### config.mk
export PLATFORM = sky130hd
export DESIGN_NAME = mbsr_regs
export DESIGN_NICKNAME = d
export VERILOG_FILES = /design/src/hdl/mbsr_regs.v
export VERILOG_INCLUDE_DIRS = /design/src /design/src/hdl
export SDC_FILE = /design/constraint.sdc
export NUM_CORES = 1
export LEC_CHECK = 0
export BUFFER_PORTS_ARGS = -buffer_cell sky130_fd_sc_hd__buf_2
export CAP_MARGIN = 20
export CORE_ASPECT_RATIO = 1.75
export CORE_MARGIN = 1
export CORE_UTILIZATION = 54
export DETAILED_ROUTE_END_ITERATION = 8
export GPL_ROUTABILITY_DRIVEN = 0
export MAX_ROUTING_LAYER = met4
export PLACE_DENSITY = 0.76
export SETUP_SLACK_MARGIN = 0.02
export SYNTH_ARGS = -nofsm -noshare
export SYNTH_HDL_FRONTEND = slang
export SYNTH_SLANG_ARGS = --single-unit
### constraint.sdc
create_clock -name sys_clk -period 2.8 [get_ports sys_clk]
set_input_delay 0.14 -clock sys_clk [delete_from_list [all_inputs] [get_ports sys_clk]]
set_output_delay 0.14 -clock sys_clk [all_outputs]
set_load 0.1 [all_outputs]
### src/hdl/mbsr_defs.vh
/*
  Constants for the motor bridge serial register bank: frame fields,
  register selects, bit positions, reset values and timing counts.
  Assumes inclusion by bare name from the design file.
*/
`ifndef MBSR_DEFS_VH
`define MBSR_DEFS_VH

// Frame fields.
`define MBSR_DIR_BIT 15
`define MBSR_SEL_HI 14
`define MBSR_SEL_LO 13
`define MBSR_FRAME_BITS 16

// Register selects.
`define MBSR_SEL_IDENT 2'h0
`define MBSR_SEL_FLAGS 2'h1
`define MBSR_SEL_MASK 2'h2
`define MBSR_SEL_CONF 2'h3

// Status and mask bit positions.
`define MBSR_B_OT 0
`define MBSR_B_TW 1
`define MBSR_B_OC 2
`define MBSR_B_OL 3
`define MBSR_B_SHORT_TO_GROUND_OUT_ONE 4
`define MBSR_B_SHORT_TO_GROUND_OUT_TWO 5
`define MBSR_B_SHORT_TO_SUPPLY_OUT_ONE 6
`define MBSR_B_SHORT_TO_SUPPLY_OUT_TWO 7
`define MBSR_B_OV 8
`define MBSR_B_UV 9
`define MBSR_B_CPU 10
`define MBSR_B_FRM 11
`define MBSR_B_DOV 12

// Configuration bit positions.
`define MBSR_C_SOFT_INPUT_ONE 0
`define MBSR_C_SOFT_INPUT_TWO 1
`define MBSR_C_INPUT 2
`define MBSR_C_MODE 3
`define MBSR_C_EN 4
`define MBSR_C_SR_LO 5
`define MBSR_C_SR_HI 7
`define MBSR_C_IL_LO 8
`define MBSR_C_IL_HI 9
`define MBSR_C_AL 10
`define MBSR_C_TM 11
`define MBSR_C_CL 12

// Reset values and read-back header bits.
`define MBSR_MASK_RST 13'h06F1
`define MBSR_CONF_RST 13'h0D98
`define MBSR_HDR_FLAGS 3'h1
`define MBSR_HDR_MASK 3'h2
`define MBSR_HDR_CONF 3'h3

// Least pulse width on the enable and off pins, in ns, and clock period.
`define MBSR_PIN_PULSE_NS 1000
`define MBSR_CLK_NS 40
`define MBSR_PULSE_CYC ((`MBSR_PIN_PULSE_NS + `MBSR_CLK_NS - 1) / `MBSR_CLK_NS)

`endif

### src/hdl/mbsr_regs.v
/*
  Serial register bank of an H-bridge motor driver: fault flags with
  write-one-to-clear, fault pin mask, bridge configuration, framing checks
  and the output-control decode derived from them.
  Assumes a host serial master (mode 0, 16-bit frames, clock idle low) and
  raw fault levels from the analog supervisors, all asynchronous.
*/
`timescale 1ns/1ps
`include "mbsr_defs.vh"

module mbsr_regs #(
  parameter PULSE_CYC = `MBSR_PULSE_CYC // Least pin pulse in clocks.
) (
  input wire sys_clk, // 25 MHz system clock.
  input wire rstn, // Synchronous reset, active low.
  input wire spi_sclk, // Serial clock from host.
  input wire spi_cs_n, // Frame select from host, active low.
  input wire spi_mosi, // Serial data from host.
  output reg spi_miso, // Serial data to host.
  output wire spi_miso_oe, // High while the data pin is driven.
  input wire enable_pin, // Enable pin.
  input wire output_off_pin, // Output disable pin.
  input wire drive_pin_one, // First input pin.
  input wire drive_pin_two, // Second input pin.
  input wire [10:0] fault_raw, // Live fault levels, status bits 10..0.
  output wire fault_status_pin_n, // Fault pin, active low.
  output reg out_enable, // Outputs driven; low means tri-state.
  output reg out_one_high, // Output one high side on.
  output reg out_two_high, // Output two high side on.
  output reg ov_protect_active, // Overvoltage braking applied.
  output reg active_limit_on, // Active current limiting enabled.
  output reg open_load_check_on, // Open-load check enabled.
  output reg open_load_test_start, // One-cycle start of standby test.
  output reg blanking_adjust_on, // Blanking may follow thermal warning.
  output reg independent_shorts, // Shorts handled per output.
  output reg [1:0] current_limit_code, // Applied current-limit code.
  output reg [2:0] slew_code // Applied slew-rate code.
);

  // ----------------------------------------------------------------
  // Input synchronisers
  // ----------------------------------------------------------------
  reg [5:0] sync1_reg;
  reg [5:0] sync2_reg;
  reg [10:0] fsync1_reg;
  reg [10:0] fault_reg;
  reg sclk_d_reg;
  reg cs_d_reg;
  reg en_d_reg;
  reg off_d_reg;

  wire sclk_s = sync2_reg[0];
  wire cs_n_s = sync2_reg[1];
  wire mosi_s = sync2_reg[2];
  wire en_s = sync2_reg[3];
  wire off_s = sync2_reg[4];

  // Two flops on every asynchronous input, then one delay for edges.
  always @(posedge sys_clk) begin
    if (!rstn) begin
      sync1_reg <= 6'h02;
      sync2_reg <= 6'h02;
      fsync1_reg <= 11'h000;
      fault_reg <= 11'h000;
      sclk_d_reg <= 1'b0;
      cs_d_reg <= 1'b1;
      en_d_reg <= 1'b0;
      off_d_reg <= 1'b0;
    end else begin
      sync1_reg <= {drive_pin_two, output_off_pin, enable_pin, spi_mosi,
                    spi_cs_n, spi_sclk};
      sync2_reg <= sync1_reg;
      fsync1_reg <= fault_raw;
      fault_reg <= fsync1_reg;
      sclk_d_reg <= sclk_s;
      cs_d_reg <= cs_n_s;
      en_d_reg <= en_s;
      off_d_reg <= off_s;
    end
  end

  reg pin_one_reg;
  reg pin_one_s_reg;

  // Input pin one has its own pair of flops.
  always @(posedge sys_clk) begin
    if (!rstn) begin
      pin_one_reg <= 1'b0;
      pin_one_s_reg <= 1'b0;
    end else begin
      pin_one_reg <= drive_pin_one;
      pin_one_s_reg <= pin_one_reg;
    end
  end

  wire sclk_rise = sclk_s & ~sclk_d_reg;
  wire sclk_fall = ~sclk_s & sclk_d_reg;
  wire cs_fall = ~cs_n_s & cs_d_reg;
  wire cs_rise = cs_n_s & ~cs_d_reg;

  // ----------------------------------------------------------------
  // Pin pulse qualification for fault clearing
  // ----------------------------------------------------------------
  reg [7:0] en_low_cnt_reg;
  reg [7:0] off_high_cnt_reg;

  // Count how long enable sat low and the off pin sat high.
  always @(posedge sys_clk) begin
    if (!rstn) begin
      en_low_cnt_reg <= 8'h00;
      off_high_cnt_reg <= 8'h00;
    end else begin
      if (en_s)
        en_low_cnt_reg <= 8'h00;
      else if (en_low_cnt_reg < PULSE_CYC[7:0])
        en_low_cnt_reg <= en_low_cnt_reg + 8'h01;
      if (!off_s)
        off_high_cnt_reg <= 8'h00;
      else if (off_high_cnt_reg < PULSE_CYC[7:0])
        off_high_cnt_reg <= off_high_cnt_reg + 8'h01;
    end
  end

  wire pin_clear = (en_s & ~en_d_reg & (en_low_cnt_reg >= PULSE_CYC[7:0])) |
    (~off_s & off_d_reg & (off_high_cnt_reg >= PULSE_CYC[7:0]));

  // ----------------------------------------------------------------
  // Serial frame engine
  // ----------------------------------------------------------------
  reg [15:0] rx_reg;
  reg [15:0] tx_reg;
  reg [7:0] bit_cnt_reg;
  reg [1:0] last_sel_reg;
  reg [11:0] flags_reg;
  reg [12:0] mask_reg;
  reg [12:0] conf_reg;

  // Read image of a register; headers in bits 15..13 as the host sees them.
  function [15:0] mbsr_image;
    input [1:0] sel;
    input [11:0] flags;
    input [12:0] mask;
    input [12:0] conf;
    begin
      case (sel)
        `MBSR_SEL_FLAGS: mbsr_image = {`MBSR_HDR_FLAGS, 1'b0, flags};
        `MBSR_SEL_MASK: mbsr_image = {`MBSR_HDR_MASK, mask};
        `MBSR_SEL_CONF: mbsr_image = {`MBSR_HDR_CONF, conf};
        default: mbsr_image = 16'h0000;
      endcase
    end
  endfunction

  // Reply image picked at frame start; its top bit goes out first.
  wire [15:0] tx_image = mbsr_image(last_sel_reg, flags_reg, mask_reg,
                                    conf_reg);
  wire frame_len_ok = (bit_cnt_reg != 8'h00) && (bit_cnt_reg[3:0] == 4'h0);
  wire [1:0] rx_sel = rx_reg[`MBSR_SEL_HI:`MBSR_SEL_LO];
  wire rx_write = rx_reg[`MBSR_DIR_BIT];
  wire frame_end = cs_rise;
  wire do_write = frame_end & frame_len_ok & rx_write;
  wire frame_error = frame_end & (~frame_len_ok |
    (rx_write & (rx_sel == `MBSR_SEL_IDENT)));

  // Shift in on rising, out on falling; reply is previously selected reg.
  always @(posedge sys_clk) begin
    if (!rstn) begin
      rx_reg <= 16'h0000;
      tx_reg <= 16'h0000;
      bit_cnt_reg <= 8'h00;
      last_sel_reg <= `MBSR_SEL_FLAGS;
      spi_miso <= 1'b0;
    end else begin
      if (cs_fall) begin
        bit_cnt_reg <= 8'h00;
        tx_reg <= tx_image;
        spi_miso <= tx_image[15];
      end else if (!cs_n_s) begin
        if (sclk_rise) begin
          rx_reg <= {rx_reg[14:0], mosi_s};
          bit_cnt_reg <= bit_cnt_reg + 8'h01;
        end
        if (sclk_fall) begin
          tx_reg <= {tx_reg[14:0], 1'b0};
          spi_miso <= tx_reg[14];
        end
      end
      if (frame_end & frame_len_ok)
        last_sel_reg <= rx_sel;
    end
  end

  assign spi_miso_oe = ~cs_n_s;

  // ----------------------------------------------------------------
  // Fault flags: live faults set, write one or pin edge clears
  // ----------------------------------------------------------------
  wire [11:0] wr_clear = (do_write && rx_sel == `MBSR_SEL_FLAGS) ?
    rx_reg[11:0] : 12'h000;
  wire [11:0] any_clear = wr_clear | {12{pin_clear}};
  wire [11:0] live = {frame_error, fault_reg};

  // Set wins over clear; a still-active fault stays latched.
  always @(posedge sys_clk) begin
    if (!rstn)
      flags_reg <= 12'h000;
    else
      flags_reg <= (flags_reg & ~any_clear) | live;
  end

  // ----------------------------------------------------------------
  // Mask and configuration registers
  // ----------------------------------------------------------------
  reg cl_d_reg;

  // Writes take the low 13 bits; header bits are not stored.
  always @(posedge sys_clk) begin
    if (!rstn) begin
      mask_reg <= `MBSR_MASK_RST;
      conf_reg <= `MBSR_CONF_RST;
      cl_d_reg <= 1'b0;
    end else begin
      if (do_write && rx_sel == `MBSR_SEL_MASK)
        mask_reg <= rx_reg[12:0];
      if (do_write && rx_sel == `MBSR_SEL_CONF)
        conf_reg <= rx_reg[12:0];
      cl_d_reg <= conf_reg[`MBSR_C_CL];
    end
  end

  // ----------------------------------------------------------------
  // Output control decode
  // ----------------------------------------------------------------
  wire full_mode = conf_reg[`MBSR_C_MODE];
  wire use_soft = conf_reg[`MBSR_C_INPUT];
  wire in_one = use_soft ? conf_reg[`MBSR_C_SOFT_INPUT_ONE] : pin_one_s_reg;
  wire in_two = use_soft ? conf_reg[`MBSR_C_SOFT_INPUT_TWO] : sync2_reg[5];
  wire ov_live = fault_reg[`MBSR_B_OV];
  wire ov_prot = ov_live & full_mode & ~mask_reg[`MBSR_B_DOV];
  wire drive_ok = conf_reg[`MBSR_C_EN] & en_s & ~off_s;

  // Registered decode of every output-stage control.
  always @(posedge sys_clk) begin
    if (!rstn) begin
      out_enable <= 1'b0;
      out_one_high <= 1'b0;
      out_two_high <= 1'b0;
      ov_protect_active <= 1'b0;
      active_limit_on <= 1'b0;
      open_load_check_on <= 1'b0;
      open_load_test_start <= 1'b0;
      blanking_adjust_on <= 1'b0;
      independent_shorts <= 1'b0;
      current_limit_code <= 2'h0;
      slew_code <= 3'h0;
    end else begin
      out_enable <= drive_ok;
      ov_protect_active <= ov_prot;
      if (ov_prot) begin
        out_one_high <= 1'b1;
        out_two_high <= 1'b1;
      end else if (full_mode) begin
        out_one_high <= ~in_two | in_one;
        out_two_high <= ~(in_one & in_two);
      end else begin
        out_one_high <= in_one;
        out_two_high <= in_two;
      end
      active_limit_on <= conf_reg[`MBSR_C_AL] & full_mode;
      open_load_check_on <= conf_reg[`MBSR_C_CL] & full_mode;
      open_load_test_start <= conf_reg[`MBSR_C_CL] & ~cl_d_reg &
                              full_mode & ~drive_ok;
      blanking_adjust_on <= conf_reg[`MBSR_C_TM];
      independent_shorts <= ~full_mode;
      current_limit_code <= conf_reg[`MBSR_C_IL_HI:`MBSR_C_IL_LO];
      slew_code <= conf_reg[`MBSR_C_SR_HI:`MBSR_C_SR_LO];
    end
  end

  // Fault pin pulls low for any masked latched flag.
  assign fault_status_pin_n = ~|(flags_reg & mask_reg[11:0]);

endmodule // mbsr_regs

==> flow_metrics.tcl, run 1 <==
set metrics [dict create \
    setup_ws_ns 0.413 \
    clock_latency_ns 0.42 \
    finalCriticalPeriod_ns 2.39 \
    wire_per_inst_microns 15.6 \
    p_seq_share_pct 45.4 \
    ys_ff_latch 151 \
    grt_overflow 0 \
    power_density_nw_per_um2 715 \
    row_count 49 \
    grt_pass1_vias 4406 \
    switching_share_pct 21.9 \
    cts_made_buffers 17 \
    max_freq_ghz 0.419 \
    post-dp-hpwl_microns 8460 \
    io_buffers 36 \
    path_max_fanout 13 \
    postRouteAntennaNets 0 \
    fp.dieW_microns 80.1 \
    cts_sinks 151 \
    finClkSkew_ns 0.00760 \
    dpl_worst_slack_ns 0.427 \
    critPathRequiredTime_ns 3.08 \
    startpoint "bit_cnt_reg[0]" \
    synth_fp_nets 629 \
    area_growth_pct 19.1 \
    clk_path_buf_depth 2 \
    status "finished, final reports clean" \
    fin_area_sq_um 6860 \
    route.detailed.drc 0 \
    mostFrequentLayoutCells "151 x dfxtp_1, 94 x nand2_1, 53 x and2_1" \
    grt_max_degree 58 \
    largest_reg_flops 16 \
    routed_via_density 5.52 \
    p_comb_share_pct 5.0 \
    grt_pass1_wl_microns 20700 \
    num_io_pins 37 \
    p_sw_w 0.00107 \
    r2r_start "bit_cnt_reg[0]" \
    synth_seq_area_share_pct 52.5 \
    drive_above_1_share_pct 14.2 \
    p_int_w 0.00383 \
    arrival_ns 2.66 \
    avgSynthCellArea_sq_um 9.58 \
    core-area_sq_um 10300 \
    hold_viol_final 0 \
    max_cap_violations 0 \
    syn_inst 601 \
    slew_viol_final 0 \
    wl_microns 12400 \
    root_buffer "clkbuf_16" \
    antenna_found_initial 0 \
    synth-edff-count 0 \
    htreeDepth 4 \
    synth_area_leaders "dfxtp_1 52%, nand2_1 6.1%, and2_1 5.8%" \
    rsz0062_at_grt "false" \
    hold_start "rstn" \
    final_common_cell "dfxtp_1" \
    syn_area_sq_um 5760 \
    tightest_slew_ns 0.815 \
    p_leak_nw 2.78 \
    critPathLaunchType "flop" \
    dp.cells 740 \
    slew_headroom_pct 45.7 \
    post-route-period-util_pct 85.2 \
    num_antenna_cells 0 \
    place_area_sq_um 6030 \
    synth_flop_cell "dfxtp_1" \
    clk_pin_slew_ns 0.06 \
    ys_warn_count 0 \
    crit_type "flop to flop" \
    fin_cells 790 \
    tns_ns 0 \
    vias 4360 \
    synth.distinct_cells 48 \
    yosysTopAreaCell "dfxtp_1" \
    setup_viol 0 \
    cts_tree "done" \
    fin_nets 678 \
    hold_class "input port to flop" \
    worstSetupEndpointType "flop" \
    start_util_pct 55.9 \
    die_h_microns 139 \
    clkPwrFrac_pct 49.7 \
    synth_top_area_share_pct 52.5 \
    firstDrtPassIters 4 \
    dieArea_sq_um 11100 \
    drtIter0Drc 350 \
    grt_usage_pct 25.0 \
    ir_worst_vdd_mv 0.550 \
    ys_async_sr_fraction_pct 0 \
]
[timing repair]
| item | CTS | global route |
|---|---|---|
| setup buffers | 0 | 0 |
| hold buffers | 18 | 0 |
| setup endpoints to repair | 0 | 0 |
| hold endpoints to repair | 18 | 0 |
| resized for setup | 0 | 0 |
[cell families (layout without fill, tap and decap cells)]
| group | count (synthesis) | in the layout | share of synthesized area, % |
|---|---|---|---|
| AO/OA/AOI/OAI | 91 | 91 | 11.0 |
| flip-flops | 151 | 151 | 52.5 |
| multiplexers | 45 | 45 | 8.08 |
| buffers and inverters | 50 | 112 | 3.76 |
| XOR/XNOR | 13 | 13 | 1.98 |
| adder cells (fa/ha/maj) | 8 | 8 | 1.74 |
| AND/OR/NAND/NOR | 243 | 243 | 20.9 |
[metrics by stage]
| step | util, % | power [W] | hold slack, ns |
|---|---|---|---|
| 5_1_grt | 66.6 | 0.00506 | 0.116 |
| 2_1_floorplan | - | 0.00244 | 0.241 |
| 6_report | 66.6 | 0.00490 | 0.0891 |
| 4_1_cts | 66.6 | 0.00494 | 0.0827 |
| 3_5_place_dp | 58.5 | 0.00250 | 0.322 |
| 3_3_place_gp | 58.5 | 0.00249 | 0.323 |
[final timing paths]
path | to | slack (ns) | depth (start not counted)
max | conf_reg[4] | 0.41 | 6
min | independent_shorts | 0.09 | 3
max reg2reg | conf_reg[4] | 0.41 | 6
min reg2reg | open_load_test_start | 0.38 | 1
[layer usage]
layer | track usage [%] | share of wire [%] | vias to the layer above
li1 | - | - | 2161
met1 | 25.8 | 40 | 2061
met2 | 43.0 | 53 | 106
met3 | 5.86 | 3.4 | 32
met4 | 13.3 | 4.2 | 0
met5 | - | 0 | -
[worst max-delay path, cell delays in order (launching register included)]
cell and delay [ns]:
dfxtp_1 0.34, inv_1 0.07, ha_1 0.15, or3b_4 0.41
or4b_1 0.91, mux2i_1 0.29, nand2_1 0.08
[power groups by stage]
| stage | clock, W | sequential (W) | combinational [W] |
|---|---|---|---|
| after floorplan | 0 | 0.00231 | 0.000127 |
| after global placement | 0 | 0.00227 | 0.000218 |
| after detailed placement | 0 | 0.00227 | 0.000224 |
| after CTS | 0.00247 | 0.00222 | 0.000244 |
| after global routing | 0.00257 | 0.00223 | 0.000264 |
| final | 0.00244 | 0.00222 | 0.000243 |
[final cells by class]
| type | instances | area, sq um |
|---|---|---|
| tap | 127 | 159 |
| fill | 805 | 3440 |
| timing repair buffer | 65 | 443 |
| clock inverter | 13 | 194 |
| inverter | 15 | 56.3 |
| clock buffer | 19 | 453 |
| multi-input combinational | 400 | 2530 |
| sequential | 151 | 3020 |
[cell usage after synthesis (3+ instances only)]
library cell / number
dfxtp_1: 151
nand2_1: 94
and2_1: 53
nor2_1: 41
mux2i_1: 33
a21oi_1: 31
clkbuf_1: 29
inv_1: 15
o211ai_1: 14
mux2_2: 12
a221o_1: 11
and3_1: 11
o31ai_1: 10
xor2_1: 10
ha_1: 8
nand4_1: 6
nor2b_1: 6
nor3_1: 6
o21ai_0: 6
nand2b_1: 5
a22o_1: 4
nand3_1: 4
a221oi_1: 3
nor4_1: 3
xnor2_1: 3
(Power assumes the default switching activity.)
==> run 2, diff against run 1 <==
--- a/config.mk
+++ b/config.mk
@@ -6,6 +6,7 @@
 export SDC_FILE = /design/constraint.sdc
 export NUM_CORES = 1
 export LEC_CHECK = 0
+export ABC_AREA = 1
 export BUFFER_PORTS_ARGS = -buffer_cell sky130_fd_sc_hd__buf_2
 export CAP_MARGIN = 20
 export CORE_ASPECT_RATIO = 1.75
==> flow_metrics.tcl, run 2 <==
set metrics [dict create \
    tightest_slew_ns 0.863 \
    root_buffer "clkbuf_16" \
    fp.dieW_microns 80.3 \
    arrival_ns 2.40 \
    cts_made_buffers 17 \
    finClkSkew_ns 0.00711 \
    fin_nets 851 \
    ys_warn_count 0 \
    synth_top_area_share_pct 52.1 \
    synth-edff-count 0 \
    syn_area_sq_um 5800 \
    place_area_sq_um 6050 \
    post-dp-hpwl_microns 8510 \
    yosysMostFrequentCell "nand2_1" \
    ys_async_sr_fraction_pct 0 \
    dieArea_sq_um 11200 \
    status "finished, final reports clean" \
    switching_share_pct 21.9 \
    htreeDepth 4 \
    finalCriticalPeriod_ns 2.12 \
    syn_inst 772 \
    clkPwrFrac_pct 48.4 \
    setup_ws_ns 0.685 \
    start_util_pct 56.0 \
    fin_area_sq_um 6850 \
    route.detailed.drc 0 \
    largest_reg_flops 16 \
    critPathLaunchType "flop" \
    final_common_cell "nand2_1" \
    synth_xor_area_share_pct 0.151 \
    grt_max_degree 44 \
    num_io_pins 37 \
    synth_seq_area_share_pct 52.1 \
    avgSynthCellArea_sq_um 7.51 \
    slew_headroom_pct 42.3 \
    grt_overflow 0 \
    hold_viol_final 0 \
    postRouteAntennaNets 0 \
    synth_common_cells "164 x nand2_1, 151 x dfxtp_1, 114 x inv_1" \
    mostFrequentLayoutCells "164 x nand2_1, 151 x dfxtp_1, 114 x inv_1" \
    hold_class "input port to flop" \
    synth_flop_cell "dfxtp_1" \
    wl_microns 12300 \
    p_int_w 0.00376 \
    p_seq_share_pct 46.3 \
    synth.area.mux_share_pct 0.194 \
    synthAdderAreaFrac_pct 1.73 \
    wire_per_inst_microns 12.8 \
    ir_worst_vdd_mv 0.565 \
    num_antenna_cells 0 \
    setup_viol 0 \
    clk_path_buf_depth 2 \
    core-area_sq_um 10400 \
    grt_usage_pct 24.9 \
    drtIter0Drc 385 \
    tns_ns 0 \
    synth_fp_nets 800 \
    synth_simple_gate_area_share_pct 24.8 \
    max_cap_violations 0 \
    ctsResizeCount 0 \
    yosysTopAreaCell "dfxtp_1" \
    fin_hold_ws_ns 0.246 \
    grt_pass1_wl_microns 21000 \
    critPathRequiredTime_ns 3.08 \
    clk_pin_slew_ns 0.06 \
    firstDrtPassIters 5 \
    p_leak_nw 3.26 \
    slew_viol_final 0 \
    dpl_worst_slack_ns 0.694 \
    grt_pass1_vias 4687 \
    nFillCells 870 \
    io_buffers 36 \
    post_cts_buffers 0 \
    p_comb_share_pct 5.3 \
    cts_sinks 151 \
    p_sw_w 0.00105 \
    cts_tree "done" \
    antenna_found_initial 0 \
    vias 4932 \
    synth-compound-area-share_pct 11.1 \
    row_count 49 \
    p_total_w 0.00482 \
    die_h_microns 139 \
    worstSetupEndpointType "flop" \
    rsz0062_at_grt "false" \
    synth_area_leaders "dfxtp_1 52%, nand2_1 11%, inv_1 7.4%" \
    routed_via_density 5.12 \
    post-route-period-util_pct 75.6 \
    synth.distinct_cells 29 \
    clock_latency_ns 0.41 \
    max_freq_ghz 0.473 \
    path_max_fanout 12 \
    synth_top_family_by_area "simple AND/OR/NAND/NOR gates" \
    ys_ff_latch 151 \
    area_growth_pct 18.1 \
    drive_above_1_share_pct 10.5 \
    crit_type "flop to flop" \
    power_density_nw_per_um2 703 \
]
[run 2: cell count changes after synthesis, sizes merged, moves of 12 or more]
cell | before | now
inv | 15 | 118
nand2 | 94 | 164
o21ai | 6 | 66
nor2 | 41 | 98
and2 | 53 | 0
nand3 | 4 | 44
mux2i | 33 | 0
a21oi | 31 | 54
o211ai | 14 | 0
clkbuf | 29 | 16
nor3 | 6 | 19
and3 | 12 | 0
[run 2: critical path, stage by stage, from the launching register on]
cell and delay, ns:
dfxtp_1 0.31, inv_1 0.10, ha_1 0.16, nor3b_2 0.25, nand3_2 0.18, nor2_1 0.64
nand3_1 0.16, nand2_1 0.12, a21oi_1 0.07
[run 2: what timing repair did]
item                                    4_1_cts  5_1_grt
hold endpoints to repair                     18        0
hold buffers                                 18        0
endpoints found under the setup margin        0        0
[run 2: metrics by stage]
step	std cells	utilization, %
final	963	66.1
after global routing	963	66.1
after CTS	963	66.1
after detailed placement	913	58.4
after global placement	913	58.4
after floorplan	772	-
[run 2: cell families after synthesis]
group                    after synthesis
XOR/XNOR                               1
AND/OR/NAND/NOR                      338
flip-flops                           151
buffers and inverters                147
adder cells (fa/ha/maj)                8
AO/OA/AOI/OAI                        126
multiplexers                           1
[run 2: worst paths after layout]
check / cells past startpoint / end / from / slack, ns
setup / recovery: 8 / flags_reg[4] / bit_cnt_reg[0] / 0.68
hold / removal: 2 / cs_d_reg / rstn / 0.25
setup reg to reg: 8 / flags_reg[4] / bit_cnt_reg[0] / 0.68
hold reg to reg: 1 / open_load_test_start / cl_d_reg / 0.40
[run 2: final cells by class]
type	instances	area [sq um]	share of cell area (%)
Clock inverter	10	144	2.10
Sequential cell	151	3020	44.1
Inverter	120	450	6.57
Clock buffer	22	474	6.92
Tap cell	127	159	2.32
Timing Repair Buffer	59	398	5.81
Multi-Input combinational cell	474	2200	32.2
[run 2: routing by layer]
metal,vias up,wire [microns],GRT usage (%)
li1,2513,-,-
met1,2257,5040,26.6
met2,139,6520,42.9
met3,23,438,5.07
met4,0,320,11.2
met5,-,0,-
[run 2: power groups by stage]
stage | sequential [W] | clock, W | combinational [W]
after detailed placement | 0.00228 | 0 | 0.000233
after global placement | 0.00227 | 0 | 0.000227
after CTS | 0.00223 | 0.00237 | 0.000254
after global routing | 0.00223 | 0.00246 | 0.000281
final | 0.00223 | 0.00233 | 0.000255
after floorplan | 0.00231 | 0 | 0.000143
